`config.mk`:
```
export PLATFORM = sky130hd
export DESIGN_NAME = safety_gate_monitor
export DESIGN_NICKNAME = d
export VERILOG_FILES = /design/src/core/safety_gate_pkg.sv /design/src/core/safety_gate_monitor.sv
export VERILOG_INCLUDE_DIRS = /design/src /design/src/core
export SDC_FILE = /design/constraint.sdc
export NUM_CORES = 1
export LEC_CHECK = 0
export ABC_AREA = 1
export BUFFER_PORTS_ARGS = -buffer_cell sky130_fd_sc_hd__buf_2
export CAP_MARGIN = 20
export CORE_ASPECT_RATIO = 1.5
export CORE_MARGIN = 5
export CORE_UTILIZATION = 66
export CTS_CLUSTER_DIAMETER = 100
export DETAILED_ROUTE_END_ITERATION = 6
export GPL_TIMING_DRIVEN = 0
export PLACE_DENSITY = 0.84
export SYNTH_ARGS = -nofsm -noshare
export SYNTH_HDL_FRONTEND = slang
export SYNTH_SLANG_ARGS = --single-unit
export TNS_END_PERCENT = 10
```
`constraint.sdc`:
```
create_clock -name sys_clk -period 5.8 [get_ports sys_clk]
set_input_delay 1.74 -clock sys_clk [delete_from_list [all_inputs] [get_ports sys_clk]]
set_output_delay 1.74 -clock sys_clk [all_outputs]
set_load 0.02 [all_outputs]
```
`src/core/safety_gate_regs.svh`:
```
`ifndef SAFETY_GATE_REGS_SVH
`define SAFETY_GATE_REGS_SVH
// register word addresses
`define SG_ADDR_CFG     4'h0
`define SG_ADDR_DISC1   4'h1
`define SG_ADDR_DISC2   4'h2
`define SG_ADDR_SYNC    4'h3
`define SG_ADDR_STATUS  4'h4
// configuration field positions
`define SG_CFG_TYPE_LSB 0
`define SG_CFG_TYPE_MSB 2
`define SG_CFG_FTEST    3
`define SG_CFG_FAULT    4
// timer settings, counted in 10 ms steps
`define SG_STEP_MS      10
`define SG_DISC_RST     12'h003
`define SG_SYNC_RST     12'h01e
`define SG_TIME_MAX     12'hbb8
// clock and scan step derivation
`define SG_CLK_HZ       25000000
`define SG_STEP_CYCLES  (`SG_CLK_HZ / 1000 * `SG_STEP_MS)
`endif

```
`src/core/safety_gate_pkg.sv`:
```
package safety_gate_pkg;
  typedef enum logic [2:0] {
    IN_SINGLE, IN_EQUIV1, IN_COMP1, IN_EQUIV2, IN_COMP2
  } inType_t;
  typedef enum logic [1:0] {
    GT_CLOSE1, GT_OPEN, GT_CLOSE2, GT_DONE
  } gateTest_t;
  typedef struct packed {
    logic disc1;
    logic disc2;
    logic sync;
    logic ftest;
  } err_t;
  typedef struct packed {
    inType_t   inType;
    logic      ftestEn;
    logic      useFault;
    logic [11:0] disc1;
    logic [11:0] disc2;
    logic [11:0] syncT;
  } cfg_t;
  typedef struct packed {
    logic [23:0] div;
    cfg_t        cfg;
    logic [11:0] dCnt1;
    logic [11:0] dCnt2;
    logic [11:0] sCnt;
    logic        sArm;
    logic        runPrev;
    logic        treqPrev;
    err_t        err;
    logic        armReset;
    logic        testRequired;
    gateTest_t [1:0] gt;
    logic        enable;
    logic [15:0] rdata;
  } state_t;
endpackage

```
`src/core/safety_gate_monitor.sv`:
```
`timescale 1ns/1ns
`include "safety_gate_regs.svh"
// Summary of operation
// - single follows input one; pair needs both
// - complementary pair: NC on, NO off
// - two equivalent pairs need all four on
// - two complementary pairs: one, three on only
// - any error drops enable, raises fault, flags
// - fault output only when configured in use
// - errors reported independently; sync still checked
// - no test: clear on inactive then active
// - IDLE to RUN clears all errors
// - test pending: clear by active, inactive, active
// - two-pair discrepancy clears after both cycle
// - completed gate test gates enable when enabled
// - test required on entering RUN
// - second test request before completion is error
// - any error demands a new gate test
// - test-required output holds until test done
// - request beats completion in same cycle
// - test is closed, open, closed per pair
// - each pair completes test independently
// - discrepancy time 0..30 s, zero disables
// - sync time 0..30 s, zero disables
// - start of operation clears errors and timers
module safety_gate_monitor
  import safety_gate_pkg::*;
#(
  parameter int STEP_CYCLES = `SG_STEP_CYCLES
) (
  input  wire logic        sys_clk,       // 25 MHz clock
  input  wire logic        reset,         // sync reset, high
  input  wire logic [3:0]  gateIn,        // contact inputs 1..4
  input  wire logic        testRequest,   // machine test request
  input  wire logic        runMode,       // controller in RUN
  input  wire logic [3:0]  regAddr,       // register address
  input  wire logic [15:0] regWdata,      // register write data
  input  wire logic        regWr,         // write strobe
  input  wire logic        regRd,         // read strobe
  output logic      [15:0] regRdata,      // read data, next cycle
  output logic             outputEnable,  // gate closed and healthy
  output logic             faultPresent,  // any error, if used
  output logic             discErr1,      // pair 1 discrepancy
  output logic             discErr2,      // pair 2 discrepancy
  output logic             syncErr,       // pair synchronization
  output logic             testErr,       // function test error
  output logic             testRequired   // gate test pending
);

  // ==========================================================
  // helpers
  function automatic logic twoPairs(input inType_t t);
    return (t == IN_EQUIV2) || (t == IN_COMP2);
  endfunction

  function automatic logic isComp(input inType_t t);
    return (t == IN_COMP1) || (t == IN_COMP2);
  endfunction

  localparam logic [23:0] STEP_LAST = 24'(STEP_CYCLES - 1);

  state_t st_ff;
  state_t nxt_st;

  logic       tick;
  logic [1:0] act;
  logic [1:0] inact;
  logic [1:0] mism;
  logic       allAct;
  logic       allInact;
  logic       runRise;
  logic       treqRise;
  logic       discHit1;
  logic       discHit2;
  logic       syncHit;
  logic       anyErr;
  logic       testDone;
  err_t       newErr;

  // ==========================================================
  // input evaluation
  always_comb begin
    tick = (st_ff.div == STEP_LAST);
    if (st_ff.cfg.inType == IN_SINGLE) begin
      act[0]   = gateIn[0];
      inact[0] = !gateIn[0];
    end else if (isComp(st_ff.cfg.inType)) begin
      act[0]   = gateIn[0] && !gateIn[1];
      inact[0] = !gateIn[0] && gateIn[1];
    end else begin
      act[0]   = gateIn[0] && gateIn[1];
      inact[0] = !gateIn[0] && !gateIn[1];
    end
    if (!twoPairs(st_ff.cfg.inType)) begin
      act[1]   = 1'b1;
      inact[1] = 1'b1;
    end else if (isComp(st_ff.cfg.inType)) begin
      act[1]   = gateIn[2] && !gateIn[3];
      inact[1] = !gateIn[2] && gateIn[3];
    end else begin
      act[1]   = gateIn[2] && gateIn[3];
      inact[1] = !gateIn[2] && !gateIn[3];
    end
    mism     = ~act & ~inact;
    allAct   = &act;
    allInact = inact[0] && (inact[1] || !twoPairs(st_ff.cfg.inType));
    runRise  = runMode && !st_ff.runPrev;
    treqRise = testRequest && !st_ff.treqPrev;
    // zero setting disables each check
    discHit1 = mism[0] && (st_ff.cfg.disc1 != 12'h000)
               && (st_ff.dCnt1 >= st_ff.cfg.disc1);
    discHit2 = mism[1] && (st_ff.cfg.disc2 != 12'h000)
               && (st_ff.dCnt2 >= st_ff.cfg.disc2);
    syncHit  = st_ff.sArm && (act[0] != act[1])
               && (st_ff.cfg.syncT != 12'h000)
               && (st_ff.sCnt >= st_ff.cfg.syncT);
    anyErr   = |st_ff.err;
    testDone = st_ff.testRequired && (st_ff.gt[0] == GT_DONE)
               && (st_ff.gt[1] == GT_DONE);
  end

  // ==========================================================
  // next state
  always_comb begin
    nxt_st = st_ff;
    newErr = '0;
    nxt_st.div = tick ? 24'h000000 : st_ff.div + 24'h000001;

    if (regWr) begin
      unique case (regAddr)
        `SG_ADDR_CFG: begin
          nxt_st.cfg.inType   =
            inType_t'(regWdata[`SG_CFG_TYPE_MSB:`SG_CFG_TYPE_LSB]);
          nxt_st.cfg.ftestEn  = regWdata[`SG_CFG_FTEST];
          nxt_st.cfg.useFault = regWdata[`SG_CFG_FAULT];
        end
        `SG_ADDR_DISC1: nxt_st.cfg.disc1 = regWdata[11:0];
        `SG_ADDR_DISC2: nxt_st.cfg.disc2 = regWdata[11:0];
        `SG_ADDR_SYNC:  nxt_st.cfg.syncT = regWdata[11:0];
        default: ;
      endcase
    end

    nxt_st.rdata = 16'h0000;
    if (regRd) begin
      unique case (regAddr)
        `SG_ADDR_CFG: nxt_st.rdata = {11'h000, st_ff.cfg.useFault,
                                      st_ff.cfg.ftestEn,
                                      st_ff.cfg.inType};
        `SG_ADDR_DISC1:  nxt_st.rdata = {4'h0, st_ff.cfg.disc1};
        `SG_ADDR_DISC2:  nxt_st.rdata = {4'h0, st_ff.cfg.disc2};
        `SG_ADDR_SYNC:   nxt_st.rdata = {4'h0, st_ff.cfg.syncT};
        `SG_ADDR_STATUS: nxt_st.rdata = {9'h000, st_ff.testRequired,
                                         st_ff.err, faultPresent,
                                         st_ff.enable};
        default: nxt_st.rdata = 16'h0000;
      endcase
    end

    if (tick) begin
      nxt_st.runPrev  = runMode;
      nxt_st.treqPrev = testRequest;
      // mismatch timers, saturating
      nxt_st.dCnt1 = !mism[0] ? 12'h000 :
        (st_ff.dCnt1 == `SG_TIME_MAX) ? st_ff.dCnt1
                                      : st_ff.dCnt1 + 12'h001;
      nxt_st.dCnt2 = !mism[1] ? 12'h000 :
        (st_ff.dCnt2 == `SG_TIME_MAX) ? st_ff.dCnt2
                                      : st_ff.dCnt2 + 12'h001;
      // sync window opens from both inactive, closes on both active
      if (!twoPairs(st_ff.cfg.inType) || allAct) begin
        nxt_st.sArm = 1'b0;
      end else if (allInact) begin
        nxt_st.sArm = 1'b1;
      end
      nxt_st.sCnt = (st_ff.sArm && (act[0] != act[1])
                     && st_ff.sCnt != `SG_TIME_MAX)
                    ? st_ff.sCnt + 12'h001
                    : (st_ff.sArm && (act[0] != act[1]))
                      ? st_ff.sCnt : 12'h000;

      // each error found on its own
      newErr.disc1 = discHit1;
      newErr.disc2 = discHit2;
      newErr.sync  = syncHit;
      newErr.ftest = st_ff.cfg.ftestEn && treqRise
                     && st_ff.testRequired;

      // gate test sequencer per pair
      for (int p = 0; p < 2; p++) begin
        unique case (st_ff.gt[p])
          GT_CLOSE1: if (act[p])   nxt_st.gt[p] = GT_OPEN;
          GT_OPEN:   if (inact[p]) nxt_st.gt[p] = GT_CLOSE2;
          GT_CLOSE2: if (act[p])   nxt_st.gt[p] = GT_DONE;
          GT_DONE:   ;
        endcase
      end

      // error reset paths
      if (allInact && anyErr) begin
        nxt_st.armReset = 1'b1;
      end
      if (st_ff.cfg.ftestEn && st_ff.testRequired) begin
        if (testDone && !treqRise) begin
          nxt_st.err = '0;
        end
      end else if (st_ff.armReset && allAct && !(|mism)) begin
        nxt_st.err = '0;
      end
      if (!(|nxt_st.err)) begin
        nxt_st.armReset = 1'b0;
      end

      // test demand and completion
      if (st_ff.cfg.ftestEn) begin
        if (treqRise || (|newErr)) begin
          nxt_st.testRequired = 1'b1;
          nxt_st.gt[0] = GT_CLOSE1;
          nxt_st.gt[1] = GT_CLOSE1;
        end else if (testDone) begin
          nxt_st.testRequired = 1'b0;
        end
      end else begin
        nxt_st.testRequired = 1'b0;
      end
      if (!twoPairs(st_ff.cfg.inType)) begin
        nxt_st.gt[1] = GT_DONE;
      end
      nxt_st.err = nxt_st.err | newErr;

      // start of operation
      if (runRise) begin
        nxt_st.err          = '0;
        nxt_st.armReset     = 1'b0;
        nxt_st.dCnt1        = 12'h000;
        nxt_st.dCnt2        = 12'h000;
        nxt_st.sCnt         = 12'h000;
        nxt_st.sArm         = 1'b0;
        nxt_st.testRequired = st_ff.cfg.ftestEn;
        nxt_st.gt[0] = GT_CLOSE1;
        nxt_st.gt[1] = twoPairs(st_ff.cfg.inType) ? GT_CLOSE1 : GT_DONE;
      end

      nxt_st.enable = runMode && allAct && !(|nxt_st.err)
                      && !(st_ff.cfg.ftestEn
                           && nxt_st.testRequired);
    end
  end

  always_ff @(posedge sys_clk) begin
    if (reset) begin
      st_ff <= '0;
      st_ff.cfg.inType <= IN_EQUIV1;
      st_ff.cfg.disc1  <= `SG_DISC_RST;
      st_ff.cfg.disc2  <= `SG_DISC_RST;
      st_ff.cfg.syncT  <= `SG_SYNC_RST;
      st_ff.gt[0]      <= GT_CLOSE1;
      st_ff.gt[1]      <= GT_DONE;
    end else begin
      st_ff <= nxt_st;
    end
  end

  // ==========================================================
  // outputs
  assign regRdata     = st_ff.rdata;
  assign outputEnable = st_ff.enable;
  assign faultPresent = st_ff.cfg.useFault && anyErr;
  assign discErr1     = st_ff.err.disc1;
  assign discErr2     = st_ff.err.disc2;
  assign syncErr      = st_ff.err.sync;
  assign testErr      = st_ff.err.ftest;
  assign testRequired = st_ff.testRequired;

  // ==========================================================
  // checks
  property p_single;
    @(posedge sys_clk) disable iff (reset)
    tick && st_ff.cfg.inType == IN_SINGLE && !regWr
    |=> !outputEnable || $past(gateIn[0]);
  endproperty
  a_single: assert property (p_single)
    else $error("single channel enable without input one");

  property p_comp1;
    @(posedge sys_clk) disable iff (reset)
    tick && st_ff.cfg.inType == IN_COMP1 && !regWr
    |=> !outputEnable || $past(gateIn[1:0] == 2'h1);
  endproperty
  a_comp1: assert property (p_comp1)
    else $error("complementary pair enable on wrong pattern");

  property p_equiv2;
    @(posedge sys_clk) disable iff (reset)
    tick && st_ff.cfg.inType == IN_EQUIV2 && !regWr
    |=> !outputEnable || $past(gateIn == 4'hf);
  endproperty
  a_equiv2: assert property (p_equiv2)
    else $error("two equivalent pairs enable with input off");

  property p_comp2;
    @(posedge sys_clk) disable iff (reset)
    tick && st_ff.cfg.inType == IN_COMP2 && !regWr
    |=> !outputEnable || $past(gateIn == 4'h5);
  endproperty
  a_comp2: assert property (p_comp2)
    else $error("two complementary pairs enable on wrong pattern");

  property p_errOff;
    @(posedge sys_clk) disable iff (reset)
    (discErr1 || discErr2 || syncErr || testErr)
    |-> !outputEnable && (faultPresent == st_ff.cfg.useFault);
  endproperty
  a_errOff: assert property (p_errOff)
    else $error("error present while enable on or fault wrong");

  property p_faultUse;
    @(posedge sys_clk) disable iff (reset)
    !st_ff.cfg.useFault |-> !faultPresent;
  endproperty
  a_faultUse: assert property (p_faultUse)
    else $error("fault output active while unused");

  property p_runClear;
    @(posedge sys_clk) disable iff (reset)
    tick && runMode && !st_ff.runPrev
    |=> !discErr1 && !discErr2 && !syncErr && !testErr;
  endproperty
  a_runClear: assert property (p_runClear)
    else $error("errors survive start of operation");

  property p_secondReq;
    @(posedge sys_clk) disable iff (reset)
    tick && st_ff.cfg.ftestEn && testRequired && !runRise
    && testRequest && !st_ff.treqPrev
    |=> testErr && !outputEnable;
  endproperty
  a_secondReq: assert property (p_secondReq)
    else $error("second test request did not raise error");

  property p_testGate;
    @(posedge sys_clk) disable iff (reset)
    st_ff.cfg.ftestEn && outputEnable |-> !testRequired;
  endproperty
  a_testGate: assert property (p_testGate)
    else $error("enable on while gate test pending");

endmodule

```
== Word level (Yosys, flattened, before mapping) ==
Cells that the tools add are included.
Operators by class
  $add $sub $neg: 4
  multiply operators: 0
  divide/modulo/power cells: 0
  $lt $le $gt $ge: 3
  equal/unequal tests: 22
  shifts and indexed selects: 0
  muxes and demuxes: 41
  bitwise logic cells: 5
  reductions and logical operators: 74
Operators by type and width (number)
  $mux W12: 6
  $pmux W12 S5: 1
  $mux W37: 1
  $add A12 B1 Y12 const B: 3
  $ge A12 B12 Y1: 3
  $reduce_bool A12 Y1: 3
  $logic_and A1 B1 Y1: 33
  $add A24 B1 Y24 const B: 1
  $eq A12 B12 Y1 const B: 2
  $eq A24 B18 Y1 const B: 1
  $mux W4: 6
  $mux W10: 2
  $reduce_and A2 Y1: 10
  $mux W2: 8
  $reduce_or A4 Y1: 4
  $mux W1: 15
  $ne A12 B12 Y1 const B: 1
  $pmux W2 S3: 2
  $logic_not A1 Y1: 11
  $ne A3 B3 Y1 const B: 3
  $eq A2 B2 Y1 const B: 4
  $eq A4 B2 Y1 const B: 2
  $eq A3 B2 Y1 const B: 2
  $reduce_or A2 Y1: 3
  other kinds (15): 22
Word-level totals
  flip-flop bits (word level): 131
  latch bits: 0
  memory bits (writable): 0
  memory bits (read-only): 0
  bits of input ports: 30
  output and inout port bits: 23
  logic and storage cells: 172
  memories: 0

== Depth between registers and ports, before layout ==
  depth in word-level cells: 20
  gate-level depth with buffers: 18

== Least setup slack after synthesis ==
Ideal clock, no wire load.
  path type: input-to-reg
  start point: input port gateIn[1]
  end point: register st_ff[40] (netlist name)
  data arrival time: 3.119 ns
  slack: 2.565 ns
  stages on the path: 13
  path buffers: 0
  cells stage by stage: inv_1 > nand3_1 > nand3_1 > nand2_1 > inv_1 > ha_1 > nand2_1 > nor2_1 > nand4_1 > nand2_4 > inv_2 > a31o_1 > and3_1
On the way
  word-level cells in the longest chain between the ends: 9
  elaborated cells on any way between the ends: 12
Ends and longest elaborated chain
  start: declaration: line safety_gate_monitor.sv:33  | input wire logic [3:0] gateIn,
  $logic_not A1 Y1: line safety_gate_monitor.sv:88  | act[0] = gateIn[0] && !gateIn[1];
  $logic_and A1 B1 Y1: line safety_gate_monitor.sv:88
  $mux W1 (*): line safety_gate_monitor.sv:87  | end else if (isComp(st_ff.cfg.inType)) begin
  $mux W1 (*): line safety_gate_monitor.sv:84  | if (st_ff.cfg.inType == IN_SINGLE) begin
  $ne A1 B1 Y1 (*): line safety_gate_monitor.sv:176, safety_gate_monitor.sv:179
  $logic_and A1 B1 Y1 (*): line safety_gate_monitor.sv:176, safety_gate_monitor.sv:179
  $logic_and A1 B1 Y1 (no source line)
  $ne A3 B3 Y1 (no source line) or $mux W12 (tied branches)
  $reduce_and A2 Y1 (no source line) or $mux W37 (tied branches)
  end signal: assignment: line safety_gate_monitor.sv:260  | st_ff <= nxt_st;
  end: declaration: line safety_gate_monitor.sv:62  | state_t st_ff;
Mark *: on every way between the ends. The rest lies on a longest branch, timed or not.
A chain may end at the register's enable or synchronous reset.

== Final worst setup path ==
  start point: register st_ff, in the netlist testErr
  end point: output port faultPresent
On the way
  word-level cells in the longest chain between the ends: 2
Ends and longest elaborated chain
  $reduce_or A4 Y1: line safety_gate_monitor.sv:117  | anyErr = |st_ff.err;
  $logic_and A1 B1 Y1: line safety_gate_monitor.sv:268  | assign faultPresent = st_ff.cfg.useFault && anyErr;
  end: declaration: line safety_gate_monitor.sv:42  | output logic faultPresent,
Every way passes these cells.

==> impl_metrics.ini <==
[finish]
n_fill_cell = 901
num_antenna_cells = 0
fin_area_um2 = 8432
final_cell_mix = 160 x inv_1, 148 x nand2_1, 127 x dfxtp_1, 94 x a21oi_1, 94 x nor2_1
synthToLayoutAreaGrowth_pct = 13.20
nets = 1187
final_common_cell = inv_1
drive_above_1_share = 0.1465

[clock_tree]
hold_buffers = 0
clockBufferDepth = 2
clk_pin_slew_worst_paths_ns = 0.06
postCtsSetupRepairBufs = 0
root_buffer = clkbuf_16
htree_levels = 4
cts_resized = 0
clock_insertion_delay_worst_skew_ns = 0.42
cts_tree = built
clock-sinks = 127
cts-buffers-inserted = 17

[routing]
routedWlPerCell_um = 16.67
wl_mm = 21.22
drc = 0
first_iter_violations = 602
drtAntennaViolNets = 0
viasPerCell = 5.901
via_count = 7512
drtPass1Iterations = 6

[power_and_ir_drop]
power_density_nw_per_um2 = 242.6
p_leak_uw = 0.003546
vdd_drop_max_uv = 202.0

[floorplan]
die_w_um = 96.74
die_area_um2 = 13550
ios = 53
fp-row-count = 47
initial_core_util = 0.6737
coreArea_um2 = 11060
die_h_um = 140.1

[synthesis]
synthesis.area_um2 = 7448
synth.yosys.seq_area_share = 0.3413
synth_top_area_share = 0.3413
syn_inst = 1048
synth_largest_area_cell = dfxtp_1
synth-seq-cells = 127
syn_avg_cell_area_um2 = 7.107
yosysWarnings = 0
synthTopCellsByArea = dfxtp_1 34%, inv_1 8.1%, nand2_1 7.5%
synthDistinctLibCells = 50

[worst_setup_path]
crit_type = reg2out
start_kind = flop
cp_max_fo = 3
rrSetupSlack_ns = 3.15
cp.required_ns = 4.06
end_kind = output port
critical_path_arrival_ns = 1.64

[timing]
drv_slew = 0
hold_slack_ns = 0.4588
max_freq_mhz = 295.9
relSlewSlack = 0.4899
hold_viol = 0
worst_pin_slew_ns = 0.7652
setup_slack_ns = 2.421
min_period_over_period = 0.5826
tns_ns = 0
fin_crit_ns = 3.379
finalSetupViolations = 0
skew_ns = 0.005762
rsz0062_at_grt = no

[place]
place_ws_ns = 2.080
portBuffers = 43
placed_area_um2 = 7859
dp_hpwl_mm = 15.88
place_congestion = 0.9823

[grt]
grt_pass1_vias = 7287
grt_first_pass_wirelength_mm = 34.31
grt_max_degree = 17
grtUsageMet3 = 0.06119
grt_usage = 0.3123
antenna_found_initial = 0
grt_busiest_layer = met2
met2_usage = 0.5622
gr-usage-met1 = 0.3183
grt.overflow.total = 0

[run]
drv_cap = 0

[status]
status = completed

[worst_hold_path]
hold_path.class = reg2reg
==> where the power goes <==
group	switching (uW)	internal [uW]
Sequential	5.51	881
Clock	410	631
Combinational	82.9	35.6
==> synthesized netlist by cell type (all sizes together) <==
cell type and n:
xnor2 4, o21bai 4, o21a 1, o31ai 1, and2 2, nor3b 6
nand2 163, dfxtp 127, ha 44, conb 1, nor2 106, o211ai 2
inv 172, clkinv 3, a31o 1, xor2 11, a21oi 95, nor4 10
or2 4, o22ai 18, buf 26, a311oi 1, a31oi 2, a211oi 3
and3 3, nor3 44, o21ai 87, nand4 29, nand3 61, clkbuf 7
a221oi 7, a21o 3
==> layout make-up <==
| cell class | count | area (um2) | area share |
|---|---|---|---|
| Inverter | 175 | 665.6 | 0.07894 |
| Timing Repair Buffer | 43 | 215.2 | 0.02552 |
| Buffer | 33 | 198.9 | 0.02359 |
| Clock inverter | 14 | 143.9 | 0.01706 |
| Clock buffer | 18 | 429.2 | 0.05090 |
| Sequential cell | 127 | 2542 | 0.3015 |
| Multi-Input combinational cell | 716 | 4053 | 0.4806 |
| Tap cell | 147 | 183.9 | 0.02181 |
==> registers in the layout, summed over array words and instances (netlist names) <==
| name | count |
|---|---|
| testRequired | 1 |
| discErr2 | 1 |
| testErr | 1 |
| syncErr | 1 |
| regRdata | 12 |
| outputEnable | 1 |
| discErr1 | 1 |
| st_ff | 109 |
==> worst max-delay path: stages, from the launching register on <==
cell	delay [ns]
dfxtp_1	0.32
nor4_1	0.60
nor2_1	0.11
buf_2	0.19
==> path summary, 6_finish.rpt <==
check,start,cells after the start,endpoint
max reg2reg,st_ff[104]$_SDFFE_PP1P_,17,st_ff[40]$_SDFFE_PP0P_
min reg2reg,st_ff[107]$_SDFF_PP0_,1,st_ff[107]$_SDFF_PP0_
max,testErr$_SDFFE_PP0P_,3,faultPresent
min,st_ff[107]$_SDFF_PP0_,1,st_ff[107]$_SDFF_PP0_
==> kinds of logic (layout without fill, tap and decap cells) <==
logic type,count (synthesis),in the layout,synth area share
AOI/OAI and AO/OA,225,225,0.1680
xor gates and xnor gates,15,15,0.01764
adders and majority gates,44,44,0.07391
buffers and inverters,208,283,0.1161
DFF,127,127,0.3413
other,1,4,0.0005035
and+or+nand+nor,428,428,0.2825
==> stage by stage <==
step	util	power, uW	instances
after floorplan	-	978.5	1051
after global placement	0.7108	1017	1241
after detailed placement	0.7108	1019	1241
after CTS	0.7627	2040	1273
after global routing	0.7627	2098	1273
final	0.7627	2046	1273
==> routing by layer <==
layer	vias to the layer above	wire, um
li1	3614	-
met1	3422	7720
met2	356	10620
met3	120	1356
met4	0	1528
met5	-	0
(Power assumes the default switching activity.)
